## src/core/scs_pkg.sv

```systemverilog
package scs_pkg;
  // register byte offsets
  localparam logic [7:0] OFS_TXCS  = 8'h00;
  localparam logic [7:0] OFS_RXCS  = 8'h04;
  localparam logic [7:0] OFS_BAUD  = 8'h08;
  localparam logic [7:0] OFS_DIVL  = 8'h0c;
  localparam logic [7:0] OFS_DIVH  = 8'h10;
  localparam logic [7:0] OFS_RXDAT = 8'h14;
  localparam logic [7:0] OFS_TXDAT = 8'h18;
  // transmit_control_status fields
  localparam int B_CLOCK_SOURCE_SELECT = 7;
  localparam int B_TX9  = 6;
  localparam int B_TRANSMITTER_ENABLE_BIT = 5;
  localparam int B_SYNC = 4;
  localparam int B_SNDB = 3;
  localparam int B_HIGH_SPEED_BAUD_SELECT = 2;
  localparam int B_TRANSMIT_NINTH_BIT = 0;
  // receive_control_status fields
  localparam int B_PORT_ENABLE = 7;
  localparam int B_RX9  = 6;
  localparam int B_SINGLE_RECEIVE_ENABLE = 5;
  localparam int B_CONTINUOUS_RECEIVE_ENABLE = 4;
  localparam int B_ADDN = 3;
  // baud_control fields
  localparam int B_SCKP = 4;
  localparam int B_B16  = 3;
  localparam int B_WUE  = 1;
  localparam int B_ABD  = 0;
  // values after reset
  localparam logic [7:0] TXCS_RST = 8'h00;
  localparam logic [7:0] RXCS_RST = 8'h00;
  localparam logic [7:0] BAUD_RST = 8'h00;
  localparam logic [7:0] DIV_RST  = 8'h00;
  // oversample wrap counts per bit, low and high speed
  localparam logic [3:0] OS_LOW  = 4'hf;
  localparam logic [3:0] OS_HIGH = 4'h3;
  // frame lengths in bits
  localparam logic [3:0] LEN8    = 4'h8;
  localparam logic [3:0] LEN9    = 4'h9;
  localparam logic [3:0] BRK_LEN = 4'he;
  // shift amounts for auto-baud divide
  localparam logic [3:0] ABD_SH_LOW  = 4'h4;
  localparam logic [3:0] ABD_SH_HIGH = 4'h2;
  // receive buffer shape: ferr, ninth bit, eight data bits
  localparam int FIFO_W     = 10;
  localparam int FIFO_DEPTH = 4;
  // bus responses
  localparam logic [1:0] RESP_OKAY   = 2'h0;
  localparam logic [1:0] RESP_SLVERR = 2'h2;
endpackage : scs_pkg

```

## src/core/scs_fifo_if.sv

```systemverilog
`timescale 1ns/1ns
// receive buffer handshake between the port core and its fifo
interface scs_fifo_if #(parameter int W = 10);
  logic         in_valid;  // character offered
  logic         in_ready;  // room for it
  logic [W-1:0] in_data;   // character with status
  logic         out_valid; // oldest character present
  logic         out_ready; // remove the oldest
  logic [W-1:0] out_data;  // oldest character
  modport fifo (input in_valid, in_data, out_ready,
                output in_ready, out_valid, out_data);
  modport user (output in_valid, in_data, out_ready,
                input in_ready, out_valid, out_data);
endinterface : scs_fifo_if

```

## src/core/scs_top.sv

```systemverilog
// Our own choices: the register addresses and register access over AXI4-Lite.
`timescale 1ns/1ns
////////////////////////////////////////////////////////////////////////
////////////////////////////////////////////////////////////////////////
module scs_top
  import scs_pkg::*;
(
  input  wire logic       core_clk,
  input  wire logic       arst_n,
  input  wire logic       ce,
  input  wire logic       awvalid,
  output      logic       awready,
  input  wire logic [7:0] awaddr,
  input  wire logic       wvalid,
  output      logic       wready,
  input  wire logic [31:0] wdata,
  input  wire logic [3:0] wstrb,
  output      logic       bvalid,
  input  wire logic       bready,
  output      logic [1:0] bresp,
  input  wire logic       arvalid,
  output      logic       arready,
  input  wire logic [7:0] araddr,
  output      logic       rvalid,
  input  wire logic       rready,
  output      logic [31:0] rdata,
  output      logic [1:0] rresp,
  input  wire logic       txck_i,
  output      logic       txck_o,
  output      logic       txck_oe,
  input  wire logic       rxdt_i,
  output      logic       rxdt_o,
  output      logic       rxdt_oe
);
  typedef enum logic {TX_IDLE, TX_SHIFT} scs_tx_e;
  typedef enum logic {RX_IDLE, RX_SHIFT} scs_rx_e;

  ////////////////////////////////////////////////////////////////////
  // declarations
  logic [7:0]  txcs_ff;   // transmit control/status
  logic [7:0]  rxcs_ff;   // receive control, status bits apart
  logic [7:0]  baud_ff;   // baud control writable bits
  logic [7:0]  divl_ff;   // divisor low byte
  logic [7:0]  divh_ff;   // divisor high byte
  logic        abdovf_ff; // auto-baud overflow
  logic        abd_run_ff; // measuring a low pulse
  logic [15:0] abd_cnt_ff; // pulse length in cycles
  logic        oerr_ff;   // overrun
  logic        aw_ff;     // write address held
  logic [7:0]  awa_ff;    // held write address
  logic        w_ff;      // write data held
  logic [7:0]  wd_ff;     // held write byte
  logic        ws_ff;     // low lane strobe held
  logic        bvalid_ff; // write answer
  logic [1:0]  bresp_ff;  // write answer code
  logic        rvalid_ff; // read answer
  logic [1:0]  rresp_ff;  // read answer code
  logic [31:0] rdata_ff;  // read answer data
  logic        rxs1_ff;   // data pin first stage
  logic        rxs2_ff;   // data pin second stage
  logic        rxs3_ff;   // data pin delayed
  logic        cks1_ff;   // clock pin first stage
  logic        cks2_ff;   // clock pin second stage
  logic        cks3_ff;   // clock pin delayed
  logic [15:0] brg_ff;    // baud counter
  logic        ck_ff;     // master sync clock
  scs_tx_e     tx_st_ff;  // transmit state
  logic [13:0] tsr_ff;    // transmit shift register
  logic [3:0]  tx_left_ff; // bits left to send
  logic [3:0]  tx_os_ff;  // transmit oversample phase
  logic        tx_brk_ff; // break in progress
  scs_rx_e     rx_st_ff;  // receive state
  logic [8:0]  rsr_ff;    // receive shift register
  logic [3:0]  rx_left_ff; // bits left to take
  logic [3:0]  rx_os_ff;  // receive oversample phase
  logic        push_ff;   // character to buffer
  logic [9:0]  pdat_ff;   // character and status
  logic        txck_o_ff; // pin drive values
  logic        txck_oe_ff;
  logic        rxdt_o_ff;
  logic        rxdt_oe_ff;
  logic        sync_m, port_enable, master, rx_sync_req;
  logic        tx_en, rx_on, tick, ck_rise, ck_fall;
  logic        tx_step, rx_samp, rxd, tx_done, single_receive_enable_clr;
  logic [3:0]  os_max, tx_len, rx_len;
  logic [15:0] div, nxt_abd_div;
  logic        do_wr, wr_en, rd_take, wr_map, rd_map, pop;
  logic [7:0]  rd_mux;
  scs_fifo_if #(.W(FIFO_W)) rxq ();

  ////////////////////////////////////////////////////////////////////
  // decoded controls
  assign sync_m = txcs_ff[B_SYNC];
  assign port_enable   = rxcs_ff[B_PORT_ENABLE];
  assign master = sync_m & txcs_ff[B_CLOCK_SOURCE_SELECT];
  assign rx_sync_req = sync_m & (rxcs_ff[B_SINGLE_RECEIVE_ENABLE] | rxcs_ff[B_CONTINUOUS_RECEIVE_ENABLE]);
  // receive request in sync mode turns the transmitter off
  assign tx_en = port_enable & txcs_ff[B_TRANSMITTER_ENABLE_BIT] & ~rx_sync_req;
  // async takes characters only with continuous enable
  assign rx_on = port_enable & ~oerr_ff & ~baud_ff[B_ABD] &
                 (sync_m ? rx_sync_req : rxcs_ff[B_CONTINUOUS_RECEIVE_ENABLE]);
  // high speed is a short oversample, async only
  assign os_max = (txcs_ff[B_HIGH_SPEED_BAUD_SELECT] & ~sync_m) ? OS_HIGH : OS_LOW;
  assign div = baud_ff[B_B16] ? {divh_ff, divl_ff}
                              : {8'h00, divl_ff};
  assign tx_len = txcs_ff[B_TX9] ? LEN9 : LEN8;
  assign rx_len = rxcs_ff[B_RX9] ? LEN9 : LEN8;
  assign rxd  = rxs2_ff;
  assign tick = brg_ff == 16'h0000;
  // master edges come from the generator, slave edges from the pin
  assign ck_rise = master ? (tick & ~ck_ff) : (cks2_ff & ~cks3_ff);
  assign ck_fall = master ? (tick & ck_ff) : (~cks2_ff & cks3_ff);
  assign tx_step = sync_m ? ck_fall : (tick & (tx_os_ff == os_max));
  assign rx_samp = sync_m ? ck_rise
                          : (tick & (rx_os_ff == {1'b0, os_max[3:1]}));
  assign tx_done = (tx_st_ff == TX_SHIFT) & tx_step & (tx_left_ff == 4'h1);
  assign single_receive_enable_clr = sync_m & master & rx_samp & (rx_left_ff == 4'h1) &
                    (rx_st_ff == RX_SHIFT) & ~rxcs_ff[B_CONTINUOUS_RECEIVE_ENABLE];
  assign nxt_abd_div = (abd_cnt_ff >> (txcs_ff[B_HIGH_SPEED_BAUD_SELECT] ? ABD_SH_HIGH
                                                       : ABD_SH_LOW))
                       - 16'h0001;

  ////////////////////////////////////////////////////////////////////
  // bus slave
  assign awready = ~aw_ff;
  assign wready  = ~w_ff;
  assign bvalid  = bvalid_ff;
  assign bresp   = bresp_ff;
  assign arready = ~rvalid_ff;
  assign rvalid  = rvalid_ff;
  assign rresp   = rresp_ff;
  assign rdata   = rdata_ff;
  assign do_wr   = aw_ff & w_ff & ~bvalid_ff;
  assign wr_en   = do_wr & ws_ff & wr_map;
  assign rd_take = arvalid & ~rvalid_ff;
  // reading the data register removes the oldest character
  assign pop = rd_take & (araddr == OFS_RXDAT) & rxq.out_valid;

  // address map check
  always_comb begin
    wr_map = (awa_ff <= OFS_TXDAT) & (awa_ff[1:0] == 2'b00) &
             (awa_ff != OFS_RXDAT);
    rd_map = (araddr <= OFS_TXDAT) & (araddr[1:0] == 2'b00);
  end

  // read data select
  always_comb begin
    unique case (araddr)
      OFS_TXCS:  rd_mux = {txcs_ff[7:2], tx_st_ff == TX_IDLE,
                           txcs_ff[0]};
      // empty buffer shows no stale status from an old slot
      OFS_RXCS:  rd_mux = {rxcs_ff[7:3],
                           rxq.out_valid & rxq.out_data[9], oerr_ff,
                           rxq.out_valid & rxq.out_data[8]};
      OFS_BAUD:  rd_mux = {abdovf_ff, rx_st_ff == RX_IDLE, 1'b0,
                           baud_ff[4:3], 1'b0, baud_ff[1:0]};
      OFS_DIVL:  rd_mux = divl_ff;
      OFS_DIVH:  rd_mux = divh_ff;
      OFS_RXDAT: rd_mux = rxq.out_data[7:0];
      default:   rd_mux = 8'h00;
    endcase
  end

  // write address and data capture, either order
  always_ff @(posedge core_clk or negedge arst_n) begin
    if (!arst_n) begin
      aw_ff  <= 1'b0;
      awa_ff <= 8'h00;
      w_ff   <= 1'b0;
      wd_ff  <= 8'h00;
      ws_ff  <= 1'b0;
    end else if (ce) begin
      if (awvalid && !aw_ff) begin
        aw_ff  <= 1'b1;
        awa_ff <= awaddr;
      end else if (do_wr) begin
        aw_ff  <= 1'b0;
      end
      if (wvalid && !w_ff) begin
        w_ff  <= 1'b1;
        wd_ff <= wdata[7:0];
        ws_ff <= wstrb[0];
      end else if (do_wr) begin
        w_ff  <= 1'b0;
      end
    end
  end

  // write and read answers
  always_ff @(posedge core_clk or negedge arst_n) begin
    if (!arst_n) begin
      bvalid_ff <= 1'b0;
      bresp_ff  <= RESP_OKAY;
      rvalid_ff <= 1'b0;
      rresp_ff  <= RESP_OKAY;
      rdata_ff  <= 32'h0000_0000;
    end else if (ce) begin
      if (do_wr) begin
        bvalid_ff <= 1'b1;
        bresp_ff  <= wr_map ? RESP_OKAY : RESP_SLVERR;
      end else if (bready) begin
        bvalid_ff <= 1'b0;
      end
      if (rd_take) begin
        rvalid_ff <= 1'b1;
        rresp_ff  <= rd_map ? RESP_OKAY : RESP_SLVERR;
        rdata_ff  <= {24'h000000, rd_mux};
      end else if (rready) begin
        rvalid_ff <= 1'b0;
      end
    end
  end

  ////////////////////////////////////////////////////////////////////
  // control registers
  // transmit control; a software set of break wins over the clear
  always_ff @(posedge core_clk or negedge arst_n) begin
    if (!arst_n) begin
      txcs_ff <= TXCS_RST;
    end else if (ce) begin
      if (tx_done && tx_brk_ff) txcs_ff[B_SNDB] <= 1'b0;
      if (wr_en && awa_ff == OFS_TXCS) begin
        txcs_ff <= {wd_ff[7:2], 1'b0, wd_ff[0]};
      end
    end
  end

  // receive control; single receive ends itself in master mode
  always_ff @(posedge core_clk or negedge arst_n) begin
    if (!arst_n) begin
      rxcs_ff <= RXCS_RST;
    end else if (ce) begin
      if (single_receive_enable_clr) rxcs_ff[B_SINGLE_RECEIVE_ENABLE] <= 1'b0;
      if (wr_en && awa_ff == OFS_RXCS) begin
        rxcs_ff <= {wd_ff[7:3], 3'b000};
      end
    end
  end

  // baud control, divisor bytes and auto-baud measurement
  always_ff @(posedge core_clk or negedge arst_n) begin
    if (!arst_n) begin
      baud_ff    <= BAUD_RST;
      divl_ff    <= DIV_RST;
      divh_ff    <= DIV_RST;
      abdovf_ff  <= 1'b0;
      abd_run_ff <= 1'b0;
      abd_cnt_ff <= 16'h0000;
    end else if (ce) begin
      if (baud_ff[B_ABD] && port_enable && !sync_m) begin
        // time one low bit on the line
        if (!abd_run_ff && !rxd && rxs3_ff) begin
          abd_run_ff <= 1'b1;
          abd_cnt_ff <= 16'h0001; // first low cycle counts
        end else if (abd_run_ff && rxd) begin
          abd_run_ff <= 1'b0;
          baud_ff[B_ABD] <= 1'b0;
          {divh_ff, divl_ff} <= nxt_abd_div;
        end else if (abd_run_ff && abd_cnt_ff == 16'hffff) begin
          abd_run_ff <= 1'b0;
          baud_ff[B_ABD] <= 1'b0;
          abdovf_ff <= 1'b1;
        end else if (abd_run_ff) begin
          abd_cnt_ff <= abd_cnt_ff + 16'h0001;
        end
      end else begin
        abd_run_ff <= 1'b0;
      end
      if (wr_en) begin
        unique case (awa_ff)
          OFS_BAUD: begin
            baud_ff <= {3'b000, wd_ff[4:3], 1'b0, wd_ff[1:0]};
            if (wd_ff[B_ABD]) abdovf_ff <= 1'b0;
          end
          OFS_DIVL: divl_ff <= wd_ff;
          OFS_DIVH: divh_ff <= wd_ff;
          default: ;
        endcase
      end
    end
  end

  // overrun: set when the buffer refuses, cleared while continuous receive or the port is off
  always_ff @(posedge core_clk or negedge arst_n) begin
    if (!arst_n) begin
      oerr_ff <= 1'b0;
    end else if (ce) begin
      if (push_ff && !rxq.in_ready) oerr_ff <= 1'b1;
      else if (!rxcs_ff[B_CONTINUOUS_RECEIVE_ENABLE] || !port_enable) oerr_ff <= 1'b0;
    end
  end

  ////////////////////////////////////////////////////////////////////
  // pin synchronisers
  always_ff @(posedge core_clk or negedge arst_n) begin
    if (!arst_n) begin
      {rxs1_ff, rxs2_ff, rxs3_ff} <= 3'b111;
      {cks1_ff, cks2_ff, cks3_ff} <= 3'b000;
    end else if (ce) begin
      {rxs1_ff, rxs2_ff, rxs3_ff} <= {rxdt_i, rxs1_ff, rxs2_ff};
      {cks1_ff, cks2_ff, cks3_ff} <= {txck_i, cks1_ff, cks2_ff};
    end
  end

  ////////////////////////////////////////////////////////////////////
  // baud generator and master clock; port disable holds it in reset
  always_ff @(posedge core_clk or negedge arst_n) begin
    if (!arst_n) begin
      brg_ff <= 16'h0000;
      ck_ff  <= 1'b0;
    end else if (ce) begin
      if (!port_enable) begin
        brg_ff <= 16'h0000;
        ck_ff  <= 1'b0;
      end else begin
        brg_ff <= tick ? div : brg_ff - 16'h0001;
        if (master && tick &&
            (tx_st_ff == TX_SHIFT || rx_st_ff == RX_SHIFT)) begin
          ck_ff <= ~ck_ff;
        end
      end
    end
  end

  ////////////////////////////////////////////////////////////////////
  // transmitter; a write to the data offset loads an idle shifter
  always_ff @(posedge core_clk or negedge arst_n) begin
    if (!arst_n) begin
      tx_st_ff   <= TX_IDLE;
      tsr_ff     <= 14'h3fff;
      tx_left_ff <= 4'h0;
      tx_os_ff   <= 4'h0;
      tx_brk_ff  <= 1'b0;
    end else if (ce) begin
      if (tick) tx_os_ff <= (tx_os_ff == os_max) ? 4'h0 : tx_os_ff + 4'h1;
      unique case (tx_st_ff)
        TX_IDLE: begin
          if (tx_en && wr_en && awa_ff == OFS_TXDAT) begin
            tx_st_ff <= TX_SHIFT;
            tx_os_ff <= 4'h0;
            if (sync_m) begin
              tsr_ff     <= {5'h1f, txcs_ff[B_TRANSMIT_NINTH_BIT], wd_ff};
              tx_left_ff <= tx_len;
              tx_brk_ff  <= 1'b0;
            end else if (txcs_ff[B_SNDB]) begin
              // break: start plus twelve low bits, then stop
              tsr_ff     <= {1'b1, 13'h0000};
              tx_left_ff <= BRK_LEN;
              tx_brk_ff  <= 1'b1;
            end else begin
              tsr_ff <= {4'hf, txcs_ff[B_TX9] ? txcs_ff[B_TRANSMIT_NINTH_BIT] : 1'b1,
                         wd_ff, 1'b0};
              tx_left_ff <= tx_len + 4'h2;
              tx_brk_ff  <= 1'b0;
            end
          end
        end
        TX_SHIFT: begin
          if (!tx_en || tx_done) begin
            tx_st_ff  <= TX_IDLE;
            tsr_ff    <= 14'h3fff;
            tx_brk_ff <= 1'b0;
          end else if (tx_step) begin
            tsr_ff     <= {1'b1, tsr_ff[13:1]};
            tx_left_ff <= tx_left_ff - 4'h1;
          end
        end
      endcase
    end
  end

  ////////////////////////////////////////////////////////////////////
  // receiver
  always_ff @(posedge core_clk or negedge arst_n) begin
    if (!arst_n) begin
      rx_st_ff   <= RX_IDLE;
      rsr_ff     <= 9'h000;
      rx_left_ff <= 4'h0;
      rx_os_ff   <= 4'h0;
      push_ff    <= 1'b0;
      pdat_ff    <= 10'h000;
    end else if (ce) begin
      push_ff <= 1'b0;
      if (tick) rx_os_ff <= (rx_os_ff == os_max) ? 4'h0 : rx_os_ff + 4'h1;
      unique case (rx_st_ff)
        RX_IDLE: begin
          if (rx_on && (sync_m || !rxd)) begin
            rx_st_ff   <= RX_SHIFT;
            rx_os_ff   <= 4'h0;
            rx_left_ff <= sync_m ? rx_len : rx_len + 4'h2;
          end
        end
        RX_SHIFT: begin
          if (!rx_on) begin
            rx_st_ff <= RX_IDLE;
          end else if (rx_samp) begin
            rx_left_ff <= rx_left_ff - 4'h1;
            if (!sync_m && rx_left_ff == rx_len + 4'h2 && rxd) begin
              rx_st_ff <= RX_IDLE;                       // false start
            end else if (!sync_m && rx_left_ff == 4'h1) begin
              // stop bit: a low level marks a framing error
              rx_st_ff <= RX_IDLE;
              push_ff  <= ~(rxcs_ff[B_RX9] & rxcs_ff[B_ADDN]) | rsr_ff[8];
              pdat_ff  <= {~rxd, rxcs_ff[B_RX9] ? rsr_ff
                                                : {1'b0, rsr_ff[8:1]}};
            end else if (sync_m && rx_left_ff == 4'h1) begin
              push_ff  <= 1'b1;
              pdat_ff  <= {1'b0, rxcs_ff[B_RX9] ? {rxd, rsr_ff[8:1]}
                                                : {1'b0, rxd, rsr_ff[8:2]}};
              rx_left_ff <= rx_len;
              if (!rxcs_ff[B_CONTINUOUS_RECEIVE_ENABLE]) rx_st_ff <= RX_IDLE;
            end else if (sync_m || rx_left_ff != rx_len + 4'h2) begin
              rsr_ff <= {rxd, rsr_ff[8:1]};
            end
          end
        end
      endcase
    end
  end

  ////////////////////////////////////////////////////////////////////
  // receive buffer; disabling the port empties it and clears ferr
  assign rxq.in_valid  = push_ff;
  assign rxq.in_data   = pdat_ff;
  assign rxq.out_ready = pop;

  scs_fifo #(.W(FIFO_W), .D(FIFO_DEPTH)) u_rxq (
    .core_clk (core_clk),
    .arst_n   (arst_n),
    .ce       (ce),
    .flush    (~port_enable),
    .q        (rxq.fifo)
  );

  ////////////////////////////////////////////////////////////////////
  // pin drivers, registered
  always_ff @(posedge core_clk or negedge arst_n) begin
    if (!arst_n) begin
      txck_o_ff  <= 1'b1;
      txck_oe_ff <= 1'b0;
      rxdt_o_ff  <= 1'b1;
      rxdt_oe_ff <= 1'b0;
    end else if (ce) begin
      txck_o_ff  <= sync_m ? ck_ff : tsr_ff[0];
      txck_oe_ff <= port_enable & (~sync_m | master);
      rxdt_o_ff  <= tsr_ff[0];
      rxdt_oe_ff <= port_enable & sync_m & tx_en;
    end
  end

  assign txck_o  = txck_o_ff;
  assign txck_oe = txck_oe_ff;
  assign rxdt_o  = rxdt_o_ff;
  assign rxdt_oe = rxdt_oe_ff;
endmodule : scs_top

```

## src/core/scs_fifo.sv

```systemverilog
`timescale 1ns/1ns
module scs_fifo
  import scs_pkg::*;
#(
  parameter int W = FIFO_W,
  parameter int D = FIFO_DEPTH
)
(
  input wire logic core_clk,
  input wire logic arst_n,
  input wire logic ce,
  input wire logic flush,
  scs_fifo_if.fifo q
);
  localparam int AW = $clog2(D);
  localparam logic [AW:0] FULL = (AW+1)'(D);
  logic [W-1:0]  mem_ff [D]; // storage words
  logic [AW-1:0] wp_ff;      // write pointer
  logic [AW-1:0] rp_ff;      // read pointer
  logic [AW:0]   cnt_ff;     // words held
  logic          push;
  logic          pop;

  assign q.in_ready  = cnt_ff != FULL;
  assign q.out_valid = cnt_ff != '0;
  assign q.out_data  = mem_ff[rp_ff];
  assign push = q.in_valid & q.in_ready;
  assign pop  = q.out_valid & q.out_ready;

  // storage write, no reset needed for data
  always_ff @(posedge core_clk) begin
    if (ce && push) begin
      mem_ff[wp_ff] <= q.in_data;
    end
  end

  // pointers and fill level
  always_ff @(posedge core_clk or negedge arst_n) begin
    if (!arst_n) begin
      wp_ff  <= '0;
      rp_ff  <= '0;
      cnt_ff <= '0;
    end else if (ce) begin
      if (flush) begin
        wp_ff  <= '0;
        rp_ff  <= '0;
        cnt_ff <= '0;
      end else begin
        if (push) wp_ff <= wp_ff + 1'b1;
        if (pop)  rp_ff <= rp_ff + 1'b1;
        cnt_ff <= cnt_ff + (AW+1)'(push) - (AW+1)'(pop);
      end
    end
  end
endmodule : scs_fifo

```

## config.mk

```make
export PLATFORM = sky130hd
export DESIGN_NAME = scs_top
export DESIGN_NICKNAME = d
export VERILOG_FILES = /design/src/core/scs_pkg.sv /design/src/core/scs_fifo_if.sv /design/src/core/scs_top.sv /design/src/core/scs_fifo.sv
export SDC_FILE = /design/constraint.sdc
export NUM_CORES = 1
export LEC_CHECK = 0
export BUFFER_PORTS_ARGS = -buffer_cell sky130_fd_sc_hd__buf_2
export CAP_MARGIN = 5
export CORE_ASPECT_RATIO = 0.8
export CORE_UTILIZATION = 45
export DETAILED_ROUTE_END_ITERATION = 6
export GPL_TIMING_DRIVEN = 0
export PLACE_DENSITY_LB_ADDON = 0.25
export SYNTH_ARGS = -nofsm -noshare
export SYNTH_HDL_FRONTEND = slang
export SYNTH_HIERARCHICAL = 1
export SYNTH_SLANG_ARGS = --single-unit
```

## constraint.sdc

```tcl
create_clock -name core_clk -period 6.2 [get_ports core_clk]
set_input_delay 0.93 -clock core_clk [delete_from_list [all_inputs] [get_ports core_clk]]
set_output_delay 0.93 -clock core_clk [all_outputs]
set_load 0.005 [all_outputs]
```

== Word level (Yosys, flattened, before mapping) ==
Memory sizes are Yosys's and may differ from the RTL's.
Cells that the tools add are included.

* ROM bits: 0
* Register bits after elaboration: 171
* Word-level logic and storage cells: 360
* Output and inout bits: 45
* Latch bits: 0
* Memories kept: 1
* RAM bits: 40

{| class="wikitable"
|+ Memories
! memory !! depth !! bits a word !! rd ports !! clocked after memory_dff !! wr ports !! RTL line !! text
|-
| u_rxq.mem_ff || 4 || 10 || 1 || 0 || 1 || scs_fifo.sv:17 || <nowiki>logic [W-1:0] mem_ff [D];</nowiki>
|}

* Shift operators: 1
* Div/mod/pow operators: 0
* Mux-type cells: 124
* Add/subtract/negate cells: 13
* Reduce and logical (&&, ||, !) cells: 76
* Equal/unequal tests: 34
* Bitwise gates (word level): 61
* Multipliers: 0
* Magnitude comparators: 2

{| class="wikitable"
|+ Operators with widths
! operator !! count
|-
| two-way mux 16 bit || 7
|-
| two-way mux 4 bit || 22
|-
| two-way mux 8 bit || 10
|-
| two-way mux 1 bit || 60
|-
| one-hot mux 8 bit (6 select lines) || 1
|-
| two-way mux 14 bit || 3
|-
| bitwise AND 1 bit || 39
|-
| AND reduction 2 bit || 17
|-
| == test 8 x 4 -> 1 bit (second input constant) || 4
|-
| == test 8 x 5 -> 1 bit (second input constant) || 4
|-
| subtractor 16 x 1 -> 16 bit (second input constant) || 2
|-
| one-hot mux 14 bit (2 select lines) || 1
|-
| two-way mux 13 bit || 2
|-
| logical AND 1 bit || 22
|-
| two-way mux 10 bit || 2
|-
| inverter 1 bit || 19
|-
| two-way mux 9 bit || 2
|-
| != test 2 x 1 -> 1 bit (second input constant) || 9
|-
| nonzero test 2 bit || 9
|-
| adder 16 x 1 -> 16 bit (second input constant) || 1
|-
| == test 16 bit (second input constant) || 1
|-
| == test 8 x 3 -> 1 bit (second input constant) || 2
|-
| less-or-equal comparator 8 x 5 -> 1 bit (second input constant) || 2
|-
| zero test 16 bit || 1
|-
| 32 further kinds || 69
|}

== Depth between registers and ports, before layout ==
* Depth in word-level cells: 12
* Mapped depth: 14
* Gate-level depth less buffers: 14

== Cells and area by module ==
Netlist, hierarchy kept.

{| class="wikitable"
|+ Modules (own cells, without submodules)
! module !! area an instance (µm²) !! cells an instance !! instances
|-
| scs_top || 9581.7 || 987 || 1
|-
| scs_fifo || 1971.9 || 106 || 1
|}

== Least setup slack after synthesis ==
No wires, ideal clock.

* Kind: input-to-reg
* From: in araddr[1]
* To: reg u_rxq.cnt_ff[2]
* Library setup time: 0.122 ns
* Data required time: 6.078 ns
* Path slack: 2.635 ns
* Stages on the path: 14
* Arrival time: 3.444 ns
* Path buffers: 0
* Cell sequence: nor3_1 > nand2_1 > nor3b_1 > and4_1 > o31ai_1 > inv_1 > ha_1 > inv_1 > ha_1 > inv_1 > fa_1 > xor2_1 > o21ai_0 > a32o_1

* Word-level cells in the longest chain between the ends: 6

{| class="wikitable"
|+ Ends and longest elaborated chain
! item !! RTL line !! text
|-
| start: declaration || scs_top.sv:23 || <nowiki>input wire logic [7:0] araddr,</nowiki>
|-
| == test 8 x 5 -> 1 bit || scs_top.sv:137 || <nowiki>assign pop = rd_take & (araddr == OFS_RXDAT) & rxq.out_valid;</nowiki>
|-
| bitwise AND 1 bit (2 in series) || scs_top.sv:137 ||
|-
| net pop || scs_top.sv:87 || <nowiki>logic do_wr, wr_en, rd_take, wr_map, rd_map, pop;</nowiki>
|-
| bitwise AND 1 bit || scs_fifo.sv:28 || <nowiki>assign pop = q.out_valid & q.out_ready;</nowiki>
|-
| subtractor 3 x 1 -> 3 bit || scs_fifo.sv:51 || <nowiki>cnt_ff <= cnt_ff + (AW+1)'(push) - (AW+1)'(pop);</nowiki>
|-
| two-way mux 3 bit || scs_fifo.sv:44 || <nowiki>if (flush) begin</nowiki>
|-
| end signal: assignment || scs_fifo.sv:51 ||
|-
| end: declaration || scs_fifo.sv:20 || <nowiki>logic [AW:0] cnt_ff;</nowiki>
|}

The timed path passes the listed nets, and every way through them passes these cells.
A chain may end at the register's enable or synchronous reset.

== Worst setup path after layout ==
* From: reg txcs_ff[2]
* To: reg divh_ff[4]

* Word-level cells in the longest chain between the ends: 8

{| class="wikitable"
|+ Ends and longest elaborated chain
! item !! RTL line !! text
|-
| start: declaration || scs_top.sv:40 || <nowiki>logic [7:0] txcs_ff;</nowiki>
|-
| start signal: assignment || scs_top.sv:223 || <nowiki>txcs_ff <= {wd_ff[7:2], 1'b0, wd_ff[0]};</nowiki>
|-
| two-way mux 3 bit * || scs_top.sv:119 || <nowiki>assign nxt_abd_div = (abd_cnt_ff >> (txcs_ff[B_HIGH_SPEED_BAUD_SELECT] ? ABD_SH_HIGH</nowiki>
|-
| >> shifter 16 x 3 -> 16 bit * || scs_top.sv:119 ||
|-
| subtractor 16 x 1 -> 16 bit * || scs_top.sv:121 || <nowiki>- 16'h0001;</nowiki>
|-
| two-way mux 8 bit * || scs_top.sv:255 || <nowiki>end else if (abd_run_ff && rxd) begin</nowiki>
|-
| two-way mux 8 bit * || scs_top.sv:252 || <nowiki>if (!abd_run_ff && !rxd && rxs3_ff) begin</nowiki>
|-
| two-way mux 8 bit * || scs_top.sv:250 || <nowiki>if (baud_ff[B_ABD] && port_enable && !sync_m) begin</nowiki>
|-
| two-way mux 8 bit || scs_top.sv:270 || <nowiki>unique case (awa_ff)</nowiki>
|-
| two-way mux 8 bit * || scs_top.sv:269 || <nowiki>if (wr_en) begin</nowiki>
|-
| end signal: assignment || scs_top.sv:258 || <nowiki>{divh_ff, divl_ff} <= nxt_abd_div;</nowiki>
|-
| end signal: assignment || scs_top.sv:276 || <nowiki>OFS_DIVH: divh_ff <= wd_ff;</nowiki>
|-
| end: declaration || scs_top.sv:44 || <nowiki>logic [7:0] divh_ff;</nowiki>
|}

Every way passes the cells marked *; elsewhere a longest branch is shown, timed or not.

==> impl_results.md <==
* Status: complete, but fails checks
* Failing checks: DRC
* CTS tree: done
* Post-layout instance area at about 0.013 sq mm
* GPL Wtd Cong at around 0.92
* Die W at approximately 180 um
* Die H at about 150 um
* Prevailing post-synth register cell: dfrtp_1
* Count leader, synth: dfrtp_1
* Area Growth Syn to Fin at 13.1%
* GRT Total Usage at 0.241
* Met3 WL at between 2000 and 3000 um
* Number of synthesis warnings at 6
* #FFs+latches synth at between 200 and 250
* Nets at between 1000 and 1500
* Ys async rst share at 0.808
* Top post-synthesis cells by area: dfrtp_1 32%, edfxtp_1 10%, mux2_2 5.5%, dfstp_2 4.1%, mux2i_1 3.6%
* CTS Sinks at approximately 210
* Synth Area in XOR/XNOR at 0.0182
* Adder-cell area share of the yosys netlist at 0.0191
* Worst EP arrival at between 4000 and 5000 ps
* Pre-antenna DRT Iters at 7
* CTS Buf Count at 23
* Setup CP Type: reg2reg
* Total grt overflow at 0
* Post-cts resize count at 0
* Largest family of logic cells by synthesized area: compound AO/OA/AOI/OAI gates
* Share of the synthesized area in the top cell type at 0.325
* Hold Vio Cnt, Final at 0
* Final min period at between 3000 and 4000 ps
* End-of-flow core utilization at 0.517
* Power Density at approximately 270 mW/mm^2
* RSZ-0062 raised after global routing: false
* Slew HR at 0.254
* Hold Crit Class: in2async
* Max IR drop VDD at around 0.0002 V
* Crit Path Max Fanout at 10
* CORE AREA at between 0.02 and 0.03 sq mm
* Number of global-route vias before repair at around 8600
* First-pass GRT wire length at between 40000 and 50000 um
* Flop pwr share at 0.479
* Via/cell ratio at 5.94
* TNS Setup at 0 ps
* CTS Buffer Depth at 3
* Synth Area in Compound Gates at 0.161
* Dominant cell type by area after synthesis: dfrtp_1
* Sw frac at 0.293
* Setup Skew at around 13 ps
* Post-synthesis cell count at between 1000 and 1500
* Number of setup buffers added after CTS at 0
* Required time of the critical path at 6660 ps
* Multiplexer share of the synthesized area at 0.123
* Final wirelength at 30900 um
* IO Port Bufs at approximately 50
* Uppermost layer routed: met4
* Placed Area at between 0.01 and 0.015 sq mm
* Hold-fix buffers, CTS at 0
* Rows at 52
* Boundary Pins at approximately 110
* Final ANT Viol Nets at 0
* Remaining DRCs at 1
* Post-Synth Simple-Gate Area at 0.149
* Met2 WL post-DR at 12800 um
* Sequential share of the synthesized area at 0.470
* Clk pwr share at 0.366
* Die footprint at around 0.026 sq mm
* Antenna violations before repair at 0
* Final worst path period share at 0.630
* Power Internal at about 0.0025 W
* DP Wirelength at about 22000 um
* Leak pwr at roughly 5.6 nW
* Worst setup SP type: flop
* Net Sw Power at approximately 0.0011 W
* Iteration-0 DRC Markers at between 800 and 900
* Max_cap viols at 0
* Max Slew Vio Count at 0
* Top cells by count, synth: 150 x dfrtp_1, 85 x nand2_1, 69 x o21ai_0
* Cell variety after synth at 98
* Antenna Cells at 0
* Synthesized cell area at ~0.012 sq mm
* Reg clk slew, reported paths at about 70 ps
* Largest net degree at the start of global routing at about 110
* Clock root buffer: clkbuf_16
* Share of cells above drive strength 1 at 0.202
* Total vias in the final route at between 9000 and 10000
* Combinational cell fraction of total power at 0.155
* Post-DR wirelength/cell at 20.1 um
* Later-pin clock latency in the skew report at 540 ps
* Least-Margin Pin Slew at about 1100 ps
* EDFF count, synth at 40
* Htree depth at 1
* Metal-1 WL at 14900 um
* Starting Density at 0.458
* Synthesized area per cell at approximately 11 sq um
* Endpoints failing setup at 0
* CP endpoint kind: flop
* Achievable Freq at 0.256 GHz
==> power by group through the flow <==
stage	combinational (W)	clock [W]	sequential, W
after floorplan	0.000401	0	0.00166
after global placement	0.000544	0	0.00174
after detailed placement	0.000555	0	0.00174
after CTS	0.000557	0.00134	0.00171
after global routing	0.000625	0.00140	0.00174
final	0.000559	0.00131	0.00172
==> logic make-up (layout without fill, tap and decap cells) <==
kind of cell | after synthesis | count (layout)
AOI/OAI and AO/OA | 264 | 264
xor gates and xnor gates | 24 | 24
adders and majority gates | 17 | 17
buffers and inverters | 141 | 236
DFF | 208 | 208
muxes | 118 | 118
other | 1 | 26
and+or+nand+nor | 320 | 320
==> per-layer routing <==
metal / track usage / vias up
met4: 0.0521 / 0
met1: 0.371 / 4477
met5: 0 / -
li1: - / 4240
met2: 0.341 / 363
met3: 0.0580 / 52
==> metrics by stage <==
step           setup slack [ps]  hold WS (ps)  total power, W  cells
6_report                   2300           325         0.00359   1537
5_1_grt                    2160           357         0.00377   1537
4_1_cts                    2400           333         0.00362   1536
3_5_place_dp               1990           462         0.00229   1494
3_3_place_gp               1470           455         0.00228   1493
2_1_floorplan              2630           444         0.00206   1118
==> placed cells by master, fill, tap and decap left out, drive strengths merged, types with 21 or more instances in the layout <==
| cell type | netlist | layout |
|---|---|---|
| nor2 | 68 | 68 |
| conb | 1 | 26 |
| inv | 52 | 53 |
| a22o | 21 | 21 |
| nand3 | 29 | 29 |
| a21oi | 37 | 37 |
| o21ai | 70 | 70 |
| dfrtp | 150 | 150 |
| mux2 | 66 | 66 |
| nor3 | 26 | 26 |
| mux2i | 42 | 42 |
| clkbuf | 38 | 68 |
| nand2 | 85 | 85 |
| buf | 49 | 101 |
| edfxtp | 40 | 40 |
==> final cells by class <==
type                    instances  area [sq um]
fillers                      2300         12200
inverters                      54           203
flip-flops and latches        208          5430
repair buffers                 53           298
plain buffers                  87           480
clock buffers                  29           608
multi-input cells             769          5540
clock inverters                13           105
well taps                     324           405
==> path summary, 6_finish.rpt <==
kind	from	end	slack [ps]	cells past startpoint
min in group core_clk	tsr_ff[4]	tsr_ff[4]	470	2
max in group asynchronous	arst_n	abd_cnt_ff[11]	4950	2
min reg2reg	tsr_ff[4]	tsr_ff[4]	470	2
max reg2reg	txcs_ff[2]	divh_ff[4]	2300	11
max	txcs_ff[2]	divh_ff[4]	2300	11
min	arst_n	u_rxq/cnt_ff[0]	330	1
==> worst max-delay path, cell delays in order (launching register included) <==
cell and delay, ps:
dfrtp_1 420, buf_4 220, buf_4 230, clkbuf_1 480, buf_1 490, mux2i_1 340
ha_1 250, o211ai_1 140, or4_4 460, or4b_1 490, o311a_1 150, a21oi_1 150
==> flip-flops by register name, indices dropped and copies added, names as in the netlist, 2 cells and up <==
| name | flops |
|---|---|
| tx_os_ff | 4 |
| rxcs_ff | 5 |
| tx_left_ff | 4 |
| divl_ff | 8 |
| u_rxq/cnt_ff | 3 |
| u_rxq/wp_ff | 2 |
| abd_cnt_ff | 16 |
| rx_left_ff | 4 |
| u_rxq/rp_ff | 2 |
| pdat_ff | 10 |
| rsr_ff | 9 |
| rdata | 8 |
| brg_ff | 16 |
| rx_os_ff | 4 |
| divh_ff | 8 |
| u_rxq/mem_ff | 40 |
| baud_ff | 4 |
| txcs_ff | 7 |
| awa_ff | 8 |
| tsr_ff | 13 |
| wd_ff | 8 |
Power figures use the tool's default switching activity.
